--- src/shared/csiu_pkg.sv ---
package csiu_pkg;

  // ------------------------------------------------------------
  // Register map (byte addresses, word aligned)
  // ------------------------------------------------------------
  localparam logic [3:0] REG_FLAGS   = 4'h0;
  localparam logic [3:0] REG_PENDING = 4'h4;
  localparam logic [3:0] REG_STATE   = 4'h8;

  // ------------------------------------------------------------
  // Flag positions in core_condition_flags
  // ------------------------------------------------------------
  localparam int FLAG_C = 0;
  localparam int FLAG_H = 1;
  localparam int FLAG_Z = 2;
  localparam int FLAG_N = 3;
  localparam int FLAG_G = 4;
  localparam int FLAG_R = 5;
  localparam logic [7:0] FLAGS_RESET   = 8'h00;
  localparam logic [7:0] FLAGS_SW_MASK = 8'h1f;

  // ------------------------------------------------------------
  // Interrupt sources, index = priority - 1
  // ------------------------------------------------------------
  localparam int SRC_TRAP   = 0;
  localparam int SRC_TIMER1 = 1;
  localparam int SRC_TIMER0 = 2;
  localparam int SRC_WAKEUP = 3;
  localparam int NUM_SRC    = 4;

  // ------------------------------------------------------------
  // Timing
  // ------------------------------------------------------------
  localparam int CLK_PERIOD_NS   = 10;
  localparam int INSTR_CYCLE_NS  = 1000;
  localparam int CLKS_PER_INSTR  = INSTR_CYCLE_NS / CLK_PERIOD_NS;
  localparam int ENTRY_CYCLES    = 5;
  localparam int VECTOR_STEP     = 2;

  // ------------------------------------------------------------
  // Addressing
  // ------------------------------------------------------------
  localparam int PC_W       = 11;
  localparam int REL_MIN    = -31;
  localparam int REL_MAX    = 32;

  typedef enum logic [2:0] {
    AM_INDEXED,
    AM_INDIRECT,
    AM_DIRECT,
    AM_IMMEDIATE,
    AM_ABSOLUTE,
    AM_RELATIVE
  } csiu_amode_t;

endpackage

--- src/shared/csiu_stack_if.sv ---
`timescale 1ns/1ps
`default_nettype none
interface csiu_stack_if #(parameter int W = 11);
  logic         push;
  logic         pop;
  logic [W-1:0] wdata;
  logic [W-1:0] rdata;
  logic         empty;
  logic         full;

  modport ctrl (output push, output pop, output wdata, input rdata, input empty, input full);
  modport mem  (input push, input pop, input wdata, output rdata, output empty, output full);
endinterface
`default_nettype wire

--- src/rtl/csiu_stack.sv ---
`timescale 1ns/1ps
`default_nettype none
module csiu_stack #(
  parameter int W     = 11,
  parameter int DEPTH = 8
) (
  // Clock and reset
  input  wire logic sys_clk,
  input  wire logic reset_n,
  // Stack port
  csiu_stack_if.mem st
);

  localparam int SPW = $clog2(DEPTH + 1);
  localparam int AW  = $clog2(DEPTH);

  logic [W-1:0]   mem_r [DEPTH];
  logic [SPW-1:0] sp_r;
  logic [W-1:0]   rdata_r;

  // ------------------------------------------------------------
  // Pointer
  // ------------------------------------------------------------
  // Overflow push and underflow pop are dropped, not wrapped
  always_ff @(posedge sys_clk or negedge reset_n)
  begin
    if (!reset_n)
      sp_r <= '0;
    else if (st.push && !st.full)
      sp_r <= sp_r + SPW'(1);
    else if (st.pop && !st.empty)
      sp_r <= sp_r - SPW'(1);
  end

  always_ff @(posedge sys_clk)
  begin
    if (st.push && !st.full)
      mem_r[sp_r[AW-1:0]] <= st.wdata;
  end

  // ------------------------------------------------------------
  // Registered read, valid one clock after pop
  // ------------------------------------------------------------
  always_ff @(posedge sys_clk or negedge reset_n)
  begin
    if (!reset_n)
      rdata_r <= '0;
    else if (st.pop && !st.empty)
      rdata_r <= mem_r[AW'(sp_r - SPW'(1))];
  end

  assign st.rdata = rdata_r;
  assign st.empty = (sp_r == '0);
  assign st.full  = (sp_r == SPW'(DEPTH));

endmodule
`default_nettype wire

--- src/rtl/csiu_core.sv ---
// The implementer's own choices: register access over Avalon-MM and the register offsets.
`timescale 1ns/1ps
`default_nettype none
module csiu_core #(
  parameter int          XW          = 16,
  parameter int          STACK_DEPTH = 8,
  parameter int          CLK_DIV     = csiu_pkg::CLKS_PER_INSTR,
  parameter logic [10:0] VEC_WAKEUP  = 11'h7f6,
  parameter logic [10:0] VEC_TIMER0  = 11'h7f8,
  parameter logic [10:0] VEC_TIMER1  = 11'h7fa,
  parameter logic [10:0] VEC_TRAP    = 11'h7fc
) (
  // Clock and reset
  input  wire logic        sys_clk,
  input  wire logic        reset_n,
  // Avalon-MM slave
  input  wire logic [3:0]  avs_address,
  input  wire logic        avs_read,
  input  wire logic        avs_write,
  input  wire logic [31:0] avs_writedata,
  input  wire logic [3:0]  avs_byteenable,
  output logic [31:0]      avs_readdata,
  output logic             avs_waitrequest,
  // Instruction stream events
  input  wire logic        instr_done,
  input  wire logic [10:0] pc_in,
  input  wire logic        alu_update,
  input  wire logic [3:0]  alu_flag_sel,
  input  wire logic [7:0]  alu_result,
  input  wire logic        alu_carry,
  input  wire logic        alu_half,
  input  wire logic        rotate_op,
  input  wire logic        rotate_right,
  input  wire logic [7:0]  rotate_data,
  input  wire logic        load_carry_op,
  input  wire logic        load_carry_value,
  input  wire logic        invert_carry_op,
  input  wire logic        mask_set_op,
  input  wire logic        call_op,
  input  wire logic        software_trap_op,
  input  wire logic        interrupt_return_op,
  input  wire logic        subroutine_return_op,
  // Interrupt sources
  input  wire logic        wakeup_edge_request,
  input  wire logic        timer_zero_request,
  input  wire logic        timer_one_request,
  input  wire logic [2:0]  source_clear,
  input  wire logic        nvm_write_busy,
  // Operand addressing
  input  wire logic [2:0]  addr_mode,
  input  wire logic [XW-1:0] index_ptr,
  input  wire logic [7:0]  operand_lo,
  input  wire logic [7:0]  operand_hi,
  output logic [10:0]      eff_addr,
  output logic [7:0]       operand_value,
  // Core side results
  output logic [7:0]       core_condition_flags,
  output logic [7:0]       rotate_result,
  output logic             pc_load,
  output logic [10:0]      pc_load_value,
  output logic             int_entry_busy,
  output logic [1:0]       int_source
);

  typedef enum logic [1:0] { CS_IDLE, CS_ENTRY, CS_RETURN } csiu_state_t;

  localparam int DIVW = $clog2(CLK_DIV + 1);

  csiu_state_t                   state_r;
  logic [7:0]                    flags_r;
  logic [csiu_pkg::NUM_SRC-1:0]  pend_r;
  logic [csiu_pkg::NUM_SRC-1:0]  eligible;
  logic [csiu_pkg::NUM_SRC-1:0]  serviced;
  logic [1:0]                    win;
  logic                          any_win;
  logic [DIVW-1:0]               div_r;
  logic                          instr_ce;
  logic [2:0]                    step_r;
  logic [1:0]                    src_r;
  logic [10:0]                   vec_r;
  logic                          interrupt_return_op_r;
  logic                          entry_done;
  logic                          rd_ack_r;
  logic                          bus_wr_flags;
  logic [10:0]                   rel_tgt;
  logic [7:0]                    rel_disp;

  csiu_stack_if #(.W(csiu_pkg::PC_W)) stk ();

  csiu_stack #(
    .W     (csiu_pkg::PC_W),
    .DEPTH (STACK_DEPTH)
  ) u_stack (
    .sys_clk (sys_clk),
    .reset_n (reset_n),
    .st      (stk)
  );

  // ------------------------------------------------------------
  // Instruction-cycle enable
  // ------------------------------------------------------------
  always_ff @(posedge sys_clk or negedge reset_n)
  begin
    if (!reset_n)
      div_r <= '0;
    else if (state_r != CS_ENTRY || instr_ce)
      div_r <= '0;
    else
      div_r <= div_r + DIVW'(1);
  end

  assign instr_ce = (div_r == DIVW'(CLK_DIV - 1));

  // ------------------------------------------------------------
  // Pending latches
  // ------------------------------------------------------------
  // Set beats clear so a request in the clearing cycle survives
  always_ff @(posedge sys_clk or negedge reset_n)
  begin
    if (!reset_n)
      pend_r <= '0;
    else
    begin
      pend_r <= pend_r & ~serviced;
      pend_r[csiu_pkg::SRC_WAKEUP] <= (pend_r[csiu_pkg::SRC_WAKEUP] & ~source_clear[2]
                                       & ~serviced[csiu_pkg::SRC_WAKEUP]) | wakeup_edge_request;
      pend_r[csiu_pkg::SRC_TIMER0] <= (pend_r[csiu_pkg::SRC_TIMER0] & ~source_clear[1]
                                       & ~serviced[csiu_pkg::SRC_TIMER0]) | timer_zero_request;
      pend_r[csiu_pkg::SRC_TIMER1] <= (pend_r[csiu_pkg::SRC_TIMER1] & ~source_clear[0]
                                       & ~serviced[csiu_pkg::SRC_TIMER1]) | timer_one_request;
      pend_r[csiu_pkg::SRC_TRAP]   <= (pend_r[csiu_pkg::SRC_TRAP] & ~serviced[csiu_pkg::SRC_TRAP])
                                       | software_trap_op;
    end
  end

  // ------------------------------------------------------------
  // Arbitration
  // ------------------------------------------------------------
  always_comb
  begin
    eligible = pend_r & {{(csiu_pkg::NUM_SRC-1){flags_r[csiu_pkg::FLAG_G]}}, 1'b1};
    win      = 2'd0;
    any_win  = 1'b0;
    for (int i = 0; i < csiu_pkg::NUM_SRC; i++)
    begin
      if (eligible[i])
      begin
        win     = 2'(i);
        any_win = 1'b1;
      end
    end
  end

  assign entry_done = (state_r == CS_ENTRY) && instr_ce && (step_r == 3'(csiu_pkg::ENTRY_CYCLES - 1));

  always_comb
  begin
    serviced = '0;
    if (entry_done)
      serviced[src_r] = 1'b1;
  end

  // ------------------------------------------------------------
  // Sequencer
  // ------------------------------------------------------------
  always_ff @(posedge sys_clk or negedge reset_n)
  begin
    if (!reset_n)
    begin
      state_r <= CS_IDLE;
      step_r  <= '0;
      src_r   <= '0;
      vec_r   <= '0;
      interrupt_return_op_r  <= 1'b0;
    end
    else
    begin
      case (state_r)
        CS_IDLE:
        begin
          step_r <= '0;
          if (instr_done && any_win)
          begin
            state_r <= CS_ENTRY;
            src_r   <= win;
          end
          else if (interrupt_return_op || subroutine_return_op)
          begin
            state_r <= CS_RETURN;
            interrupt_return_op_r  <= interrupt_return_op;
          end
        end
        CS_ENTRY:
        begin
          if (instr_ce)
          begin
            step_r <= step_r + 3'd1;
            if (step_r == 3'(csiu_pkg::VECTOR_STEP))
            begin
              case (src_r)
                2'(csiu_pkg::SRC_WAKEUP): vec_r <= VEC_WAKEUP;
                2'(csiu_pkg::SRC_TIMER0): vec_r <= VEC_TIMER0;
                2'(csiu_pkg::SRC_TIMER1): vec_r <= VEC_TIMER1;
                default:                  vec_r <= VEC_TRAP;
              endcase
            end
            if (entry_done)
              state_r <= CS_IDLE;
          end
        end
        CS_RETURN:
          state_r <= CS_IDLE;
        default:
          state_r <= CS_IDLE;
      endcase
    end
  end

  // Stack traffic: entry pushes at recognition, calls push too
  assign stk.push  = (state_r == CS_IDLE) && ((instr_done && any_win) || call_op);
  assign stk.wdata = pc_in;
  assign stk.pop   = (state_r == CS_IDLE) && !(instr_done && any_win)
                     && (interrupt_return_op || subroutine_return_op);

  // ------------------------------------------------------------
  // PC redirect
  // ------------------------------------------------------------
  always_ff @(posedge sys_clk or negedge reset_n)
  begin
    if (!reset_n)
    begin
      pc_load       <= 1'b0;
      pc_load_value <= '0;
    end
    else
    begin
      pc_load <= entry_done || (state_r == CS_RETURN);
      if (entry_done)
        pc_load_value <= vec_r;
      else if (state_r == CS_RETURN)
        pc_load_value <= stk.rdata;
    end
  end

  // ------------------------------------------------------------
  // Condition flags
  // ------------------------------------------------------------
  assign bus_wr_flags = avs_write && avs_byteenable[0] && (avs_address == csiu_pkg::REG_FLAGS);

  always_ff @(posedge sys_clk or negedge reset_n)
  begin
    if (!reset_n)
      flags_r <= csiu_pkg::FLAGS_RESET;
    else
    begin
      if (bus_wr_flags)
        flags_r[4:0] <= avs_writedata[4:0] & csiu_pkg::FLAGS_SW_MASK[4:0];
      if (alu_update)
      begin
        if (alu_flag_sel[csiu_pkg::FLAG_C])
          flags_r[csiu_pkg::FLAG_C] <= alu_carry;
        if (alu_flag_sel[csiu_pkg::FLAG_H])
          flags_r[csiu_pkg::FLAG_H] <= alu_half;
        if (alu_flag_sel[csiu_pkg::FLAG_Z])
          flags_r[csiu_pkg::FLAG_Z] <= (alu_result == 8'h00);
        if (alu_flag_sel[csiu_pkg::FLAG_N])
          flags_r[csiu_pkg::FLAG_N] <= alu_result[7];
      end
      if (rotate_op)
        flags_r[csiu_pkg::FLAG_C] <= rotate_right ? rotate_data[0] : rotate_data[7];
      else if (load_carry_op)
        flags_r[csiu_pkg::FLAG_C] <= load_carry_value;
      else if (invert_carry_op)
        flags_r[csiu_pkg::FLAG_C] <= ~flags_r[csiu_pkg::FLAG_C];
      if (mask_set_op)
        flags_r[csiu_pkg::FLAG_G] <= 1'b1;
      if (state_r == CS_RETURN && interrupt_return_op_r)
        flags_r[csiu_pkg::FLAG_G] <= 1'b1;
      if (entry_done)
        flags_r[csiu_pkg::FLAG_G] <= 1'b0;
      flags_r[csiu_pkg::FLAG_R] <= nvm_write_busy;
      flags_r[7:6] <= 2'b00;
    end
  end

  // Rotate passes through carry for multi-word shifts
  always_ff @(posedge sys_clk or negedge reset_n)
  begin
    if (!reset_n)
      rotate_result <= '0;
    else if (rotate_op)
      rotate_result <= rotate_right ? {flags_r[csiu_pkg::FLAG_C], rotate_data[7:1]}
                                    : {rotate_data[6:0], flags_r[csiu_pkg::FLAG_C]};
  end

  // ------------------------------------------------------------
  // Effective address generation
  // ------------------------------------------------------------
  // Displacement saturated to the reachable window
  always_comb
  begin
    if ($signed(operand_lo) < $signed(8'(csiu_pkg::REL_MIN)))
      rel_disp = 8'(csiu_pkg::REL_MIN);
    else if ($signed(operand_lo) > $signed(8'(csiu_pkg::REL_MAX)))
      rel_disp = 8'(csiu_pkg::REL_MAX);
    else
      rel_disp = operand_lo;
    rel_tgt = pc_in + {{3{rel_disp[7]}}, rel_disp};
  end

  always_ff @(posedge sys_clk or negedge reset_n)
  begin
    if (!reset_n)
    begin
      eff_addr      <= '0;
      operand_value <= '0;
    end
    else
    begin
      operand_value <= 8'h00;
      case (csiu_pkg::csiu_amode_t'(addr_mode))
        csiu_pkg::AM_INDEXED:
          eff_addr <= index_ptr[10:0] + {3'b000, operand_lo};
        csiu_pkg::AM_INDIRECT:
          eff_addr <= index_ptr[10:0];
        csiu_pkg::AM_DIRECT:
          eff_addr <= {3'b000, operand_lo};
        csiu_pkg::AM_IMMEDIATE:
        begin
          eff_addr      <= '0;
          operand_value <= operand_lo;
        end
        csiu_pkg::AM_ABSOLUTE:
          eff_addr <= {operand_hi[2:0], operand_lo};
        csiu_pkg::AM_RELATIVE:
          eff_addr <= rel_tgt;
        default:
          eff_addr <= '0;
      endcase
    end
  end

  // ------------------------------------------------------------
  // Avalon-MM slave
  // ------------------------------------------------------------
  // Reads take one wait state so read data come from a flop
  always_ff @(posedge sys_clk or negedge reset_n)
  begin
    if (!reset_n)
    begin
      rd_ack_r     <= 1'b0;
      avs_readdata <= '0;
    end
    else
    begin
      rd_ack_r <= avs_read && !rd_ack_r;
      if (avs_read && !rd_ack_r)
      begin
        case (avs_address)
          csiu_pkg::REG_FLAGS:   avs_readdata <= {24'h000000, flags_r};
          csiu_pkg::REG_PENDING: avs_readdata <= {28'h0000000, pend_r};
          csiu_pkg::REG_STATE:   avs_readdata <= {12'h000, pc_load_value, 1'b0,
                                                  stk.full, stk.empty, int_entry_busy, src_r, step_r};
          default:               avs_readdata <= 32'h00000000;
        endcase
      end
    end
  end

  assign avs_waitrequest      = avs_read && !rd_ack_r;
  assign core_condition_flags = flags_r;
  assign int_entry_busy       = (state_r == CS_ENTRY);
  assign int_source           = src_r;

endmodule
`default_nettype wire

--- config.mk ---
export PLATFORM = sky130hd
export DESIGN_NAME = csiu_core
export DESIGN_NICKNAME = d
export VERILOG_FILES = /design/src/shared/csiu_pkg.sv /design/src/shared/csiu_stack_if.sv /design/src/rtl/csiu_stack.sv /design/src/rtl/csiu_core.sv
export SDC_FILE = /design/constraint.sdc
export NUM_CORES = 1
export LEC_CHECK = 0
export BUFFER_PORTS_ARGS = -buffer_cell sky130_fd_sc_hd__buf_2
export CORE_UTILIZATION = 40
export CTS_BUF_LIST = sky130_fd_sc_hd__clkbuf_4
export DETAILED_ROUTE_END_ITERATION = 10
export GPL_ROUTABILITY_DRIVEN = 0
export SKIP_CTS_REPAIR_TIMING = 1
export SLEW_MARGIN = 20
export SYNTH_ARGS = -nofsm -noshare
export SYNTH_HDL_FRONTEND = slang
export SYNTH_SLANG_ARGS = --single-unit
--- constraint.sdc ---
create_clock -name sys_clk -period 4.03 [get_ports sys_clk]
set_clock_uncertainty 0.05 [all_clocks]
set_input_delay 0.2015 -clock sys_clk [delete_from_list [all_inputs] [get_ports sys_clk]]
set_output_delay 0.2015 -clock sys_clk [all_outputs]
set_load 0.05 [all_outputs]
Word level (Yosys, flattened, before mapping)
Memory sizes are Yosys's and may differ from the RTL's. A register that Yosys moved wholly into a read port is not among the register bits.
Index checks and enable logic that the tools add are counted.

storage, ports and cells
  register bits after elaboration = 112
  bits in writable memories = 88
  input port bits = 131
  output and inout bits = 83
  logic and storage cells = 149
  memories = 1

memory list
  memory         depth  width  read ports  clocked after memory_dff  wr ports  RTL line          source
  u_stack.mem_r  8      11     1           1                         1         csiu_stack.sv:17  logic [W-1:0] mem_r [DEPTH];

cells by class
  $add $sub $neg = 6
  magnitude comparators = 4
  equal/unequal tests = 20
  multiplexer cells = 44
  bitwise operators = 21
  reductions and logical operators = 36

operators with widths
  kind                   number
  $pmux W20 S3           1
  $pmux W11 S5           1
  $mux W8                4
  $mux W11               2
  $mux W1                19
  $mux W4                4
  $logic_and A1 B1 Y1    13
  $mux W2                6
  $pmux W4 S3            1
  $add A11 B11 Y11       1
  $add A11 B8 Y11        1
  $eq A3 B2 Y1 const B   3
  $eq A3 B3 Y1 const B   3
  $not A1 Y1             9
  $reduce_and A3 Y1      3
  $eq A4 B4 Y1 const B   2
  $gt A8 B7 Y1 const B   1
  $logic_not A4 Y1       2
  $logic_not A8 Y1       1
  $lt A8 B6 Y1 const B   1
  $add A7 B1 Y7 const B  1
  $and A1 B1 Y1          7
  $eq A7 B7 Y1 const B   1
  $mux W7                1
  other kinds (25)       43

Longest topological paths before layout
  word-level depth = 12
  gate-level depth with buffers = 12
  gate-level depth less buffers = 12

Cells and area by module
Synthesis repeated with hierarchy kept, for this count alone.

second synthesis, totals
  cells, all modules = 749
  area, all modules = 9123.8 µm²

by module, submodules not included
  module      instances  cells each  area an instance (µm²)  sequential area each (µm²)
  csiu_core   1          542         5106.1                  2202.1
  csiu_stack  1          207         4017.6                  3017.9

Least setup slack after synthesis
Ideal clock, no wire load.

  kind = reg-to-reg
  start point = register u_stack.sp_r[0]
  end point = memory u_stack.mem_r[0][0] (enable)
  library setup time = 0.408 ns
  data arrival time = 3.041 ns
  required time = 3.572 ns
  path slack = 0.531 ns
  stages on the path, launching flop included = 9
  buffers on the path = 2
  cell sequence = dfrtp_1 -> buf_2 -> clkbuf_1 -> inv_1 -> ha_1 -> nor2b_1 -> a21boi_0 -> o21ai_1 -> nor4_1

on the way
  longest elaborated chain between the ends = 5

ends and longest elaborated chain
  element                        RTL line          source
  from (decl)                    csiu_stack.sv:18  logic [SPW-1:0] sp_r;
  from (signal assigned)         csiu_stack.sv:30  sp_r <= sp_r + SPW'(1);
  from (signal assigned)         csiu_stack.sv:32  sp_r <= sp_r - SPW'(1);
  $eq A4 B4 Y1                   csiu_stack.sv:54  assign st.full = (sp_r == SPW'(DEPTH));
  $logic_not A1 Y1               csiu_stack.sv:37  if (st.push && !st.full)
  $logic_and A1 B1 Y1            csiu_stack.sv:37
  $mux W1                        csiu_stack.sv:37
  $mux W1 (not written as such)  csiu_stack.sv:38  mem_r[sp_r[AW-1:0]] <= st.wdata;
  to (decl)                      csiu_stack.sv:17

Several ways; a longest one is shown, not always the timed one.

Worst setup path in the final report
  start point = input port operand_lo[4]
  end point = register eff_addr[9]

on the way
  longest elaborated chain between the ends = 5
  elaborated cells between the ends (all ways) = 7
  classes of those cells = 2 x add/sub; 2 x order compare; 3 x mux

ends and longest elaborated chain
  element               RTL line          source
  from (decl)           csiu_core.sv:52   input wire logic [7:0] operand_lo,
  $gt A8 B7 Y1          csiu_core.sv:304  else if ($signed(operand_lo) > $signed(8'(csiu_pkg::REL_MAX)))
  $mux W8               csiu_core.sv:304
  $mux W8               csiu_core.sv:302  if ($signed(operand_lo) < $signed(8'(csiu_pkg::REL_MIN)))
  $add A11 B11 Y11      csiu_core.sv:308  rel_tgt = pc_in + {{3{rel_disp[7]}}, rel_disp};
  $pmux W11 S5 (*)      csiu_core.sv:321  case (csiu_pkg::csiu_amode_t'(addr_mode))
  to (signal assigned)  csiu_core.sv:323  eff_addr <= index_ptr[10:0] + {3'b000, operand_lo};
  to (signal assigned)  csiu_core.sv:325  eff_addr <= index_ptr[10:0];
  to (signal assigned)  csiu_core.sv:327  eff_addr <= {3'b000, operand_lo};
  to (decl)             csiu_core.sv:54   output logic [10:0] eff_addr,

Every way passes the cells marked *; elsewhere a longest branch is shown, timed or not.
A chain may end at the register's enable or synchronous reset.

==> impl_metrics.env <==
export IMPL_antenna_found_initial=1
export IMPL_rsz0062_at_grt="no"
export IMPL_rows=54
export IMPL_tns_ps=0
export IMPL_max_slew_worst_pin_slew_ps=983.9
export IMPL_drive_gt1_share_pct=25.05
export IMPL_min_path_type="in2reg"
export IMPL_synth_main_ff_cell="dfrtp_1"
export IMPL_fillers=1996
export IMPL_core_area_um2=22030
export IMPL_postRouteAntennaNets=0
export IMPL_required_ps=4450
export IMPL_grt_pass1_vias=5926
export IMPL_synth_seq_area_share_pct=57.72
export IMPL_ys_async_sr_fraction_pct=53.93
export IMPL_setup_viol=0
export IMPL_via_count=6365
export IMPL_io_buffers=158
export IMPL_routed_wirelength_um=20380
export IMPL_ctsLongestPathBuffers=2
export IMPL_synth_cells=722
export IMPL_grt_pass1_wl_um=31370
export IMPL_worstPathMaxFanout=5
export IMPL_grt_max_degree=40
export IMPL_powerDensity_nw_per_um2=335.0
export IMPL_synthMostInstantiatedCell="dfrtp_1"
export IMPL_first_iter_violations=329
export IMPL_crit_family="compound AO/OA/AOI/OAI gates"
export IMPL_period_needed_ps=3724
export IMPL_numCtsBuffers=17
export IMPL_wire_per_inst_um=16.24
export IMPL_die_w_um=152.4
export IMPL_clkTransAtPathRegs_ps=150
export IMPL_synth_seq_cells=191
export IMPL_grt_overflow=0
export IMPL_viasPerCell=5.072
export IMPL_postLayoutCellArea_um2=11200
export IMPL_final_seq_area_um2=5220
export IMPL_critPathMostFrequentCell="o21ai_0"
export IMPL_synth_area_per_cell_um2=12.53
export IMPL_clkSinkCount=191
export IMPL_slew_headroom_pct=34.41
export IMPL_status="finished with violations"
export IMPL_io_pins=214
export IMPL_cts_root_buf="clkbuf_4"
export IMPL_finalCritPeriodShare_pct=92.41
export IMPL_final_hold_viol_count=0
export IMPL_slew_viol_final=0
export IMPL_htreeDepth=4
export IMPL_drv_cap=0
export IMPL_first_pass_iters=7
export IMPL_dp_hpwl_um=13950
export IMPL_ys_warn_count=0
export IMPL_slowest_delay_ps=560
export IMPL_placed_area_um2=10070
export IMPL_final_core_util_pct=50.87
export IMPL_critical_path_class="in2reg"
export IMPL_critPathCaptureType="flip-flop"
export IMPL_irDropWorstVdd_mv=0.2298
export IMPL_crit_chain="dlygate4sd3_1, buf_2, or4_1, o21ai_0, o21ai_0, and2_1, ha_1, a211oi_1, o21bai_1, a21oi_1, nor4_1, o21ai_0, o221ai_1, dlygate4sd3_1"
export IMPL_num_nets_final=1124
export IMPL_multiInputGateArea_um2=3565
export IMPL_synth_top_area_share_pct=29.22
export IMPL_worstSkewPairLatency_ps=560
export IMPL_synth_cell_type_count=64
export IMPL_violations="design-rule violations"
export IMPL_synth_top_cells_by_area="edfxtp_1 29%, dfrtp_1 29%, mux4_2 5.5%"
export IMPL_die_area_um2=23220
export IMPL_slowest_stage="dlygate4sd3_1"
export IMPL_synth_edff_count=88
export IMPL_static_leakage_power_nw=4.860
export IMPL_crit_buf_inv=3
export IMPL_synth_cell_area_um2=9044
export IMPL_initial_core_util_pct=41.06
export IMPL_drt_drc_violations_left=12
export IMPL_die_y_um=152.4
export IMPL_max_freq_mhz=268.5
export IMPL_cts_tree="built"
export IMPL_totalPowerFinal_mw=3.754
export IMPL_area_delta_synth_final_pct=23.89
export IMPL_arrival_ps=4140
export IMPL_synth_top_cells_by_count="103 x dfrtp_1, 88 x edfxtp_1, 76 x nand2_1"
export IMPL_synth_largest_area_cell="edfxtp_1"
export IMPL_cp_start_kind="input port"
export IMPL_track_usage_pct=17.35
-- state kept, by name, indices dropped and copies added, names as in the netlist, 2 cells and up --
register              flops
avs_readdata             19
core_condition_flags      6
div_r                     7
eff_addr                 11
int_source                2
operand_value             8
pc_load_value            11
pend_r                    4
rotate_result             8
state_r                   2
step_r                    3
u_stack.mem_r            88
u_stack.sp_r              4
u_stack.st.rdata         11
vec_r                     4
-- stage by stage --
step	worst slack, ps	instances	hold slack (ps)
after detailed placement	540.1	1139	150.4
after floorplan	531.2	736	-144.1
after CTS	1077	1171	-512.3
after global placement	638.8	1139	149.9
final	306.0	1255	46.78
after global routing	184.9	1255	8.541
-- cells by family after synthesis --
kind of cell               synth area share [%]
AOI/OAI and AO/OA                         11.86
xor gates and xnor gates                  2.518
adders and majority gates                 4.593
buffers and inverters                     3.597
DFF                                       57.72
muxes                                     9.477
other                                   0.04147
and+or+nand+nor                           10.20
-- metal layers --
layer  share of wire (%)  vias up  global-route usage, %
met5                   0        -                      0
met4                0.94        0                  3.644
met3                 4.2       14                  4.323
met2                  48      130                  27.98
met1                  47     3096                  23.73
li1                    -     3125                      -
-- layout by cell type, fill, tap and decap left out, types with 4 or more instances in the layout --
cell and count:
and2_1 11, xnor2_1 15, dlygate4sd3_1 83, inv_1 15
clkbuf_4 21, o211ai_1 4, a211oi_1 5, a21oi_1 29
a32oi_1 4, o21ai_0 30, nor4_1 4, dfrtp_1 103
a21o_1 6, conb_1 15, a22o_1 18, mux2i_1 35
a22oi_1 6, o21ai_2 9, xor2_1 11, nor2_1 48
mux4_2 22, nand3_1 13, buf_2 157, edfxtp_1 88
nor2b_1 9, buf_4 13, nand2_1 76, a31oi_1 10
nand2b_1 6, ha_1 30, nor3_1 11
-- power by group --
group          switching (mW)  internal, mW
Clock                   0.626         0.456
Sequential             0.0180          2.07
Combinational           0.364         0.215
-- final timing paths --
kind                               startpoint               end  slack (ps)  depth (start not counted)
worst min-delay path             rotate_right  rotate_result[0]          50                          3
worst max-delay path            operand_lo[4]       eff_addr[9]         310                         14
min in group asynchronous             reset_n   avs_readdata[2]          60                          2
worst max register to register       rd_ack_r   avs_readdata[4]        1080                          5
max in group asynchronous             reset_n  operand_value[2]        2940                          3
worst min register to register       vec_r[9]          vec_r[9]         440                          1
-- worst reg2reg max path, cell delays in order, from the launching register on --
cell and delay (ps):
dfrtp_1 390, nand2b_1 550, or4_1 590, dlygate4sd3_1 600, o21ai_0 160, dlygate4sd3_1 560
-- layout make-up --
cell class | instances | share of cell area (%)
inverters | 15 | 0.5025
flip-flops and latches | 191 | 46.59
clock inverters | 11 | 1.240
repair buffers | 253 | 15.30
diodes | 1 | 0.02233
multi-input cells | 483 | 31.81
clock buffers | 21 | 1.407
well taps | 280 | 3.127
(Power assumes the default switching activity.)
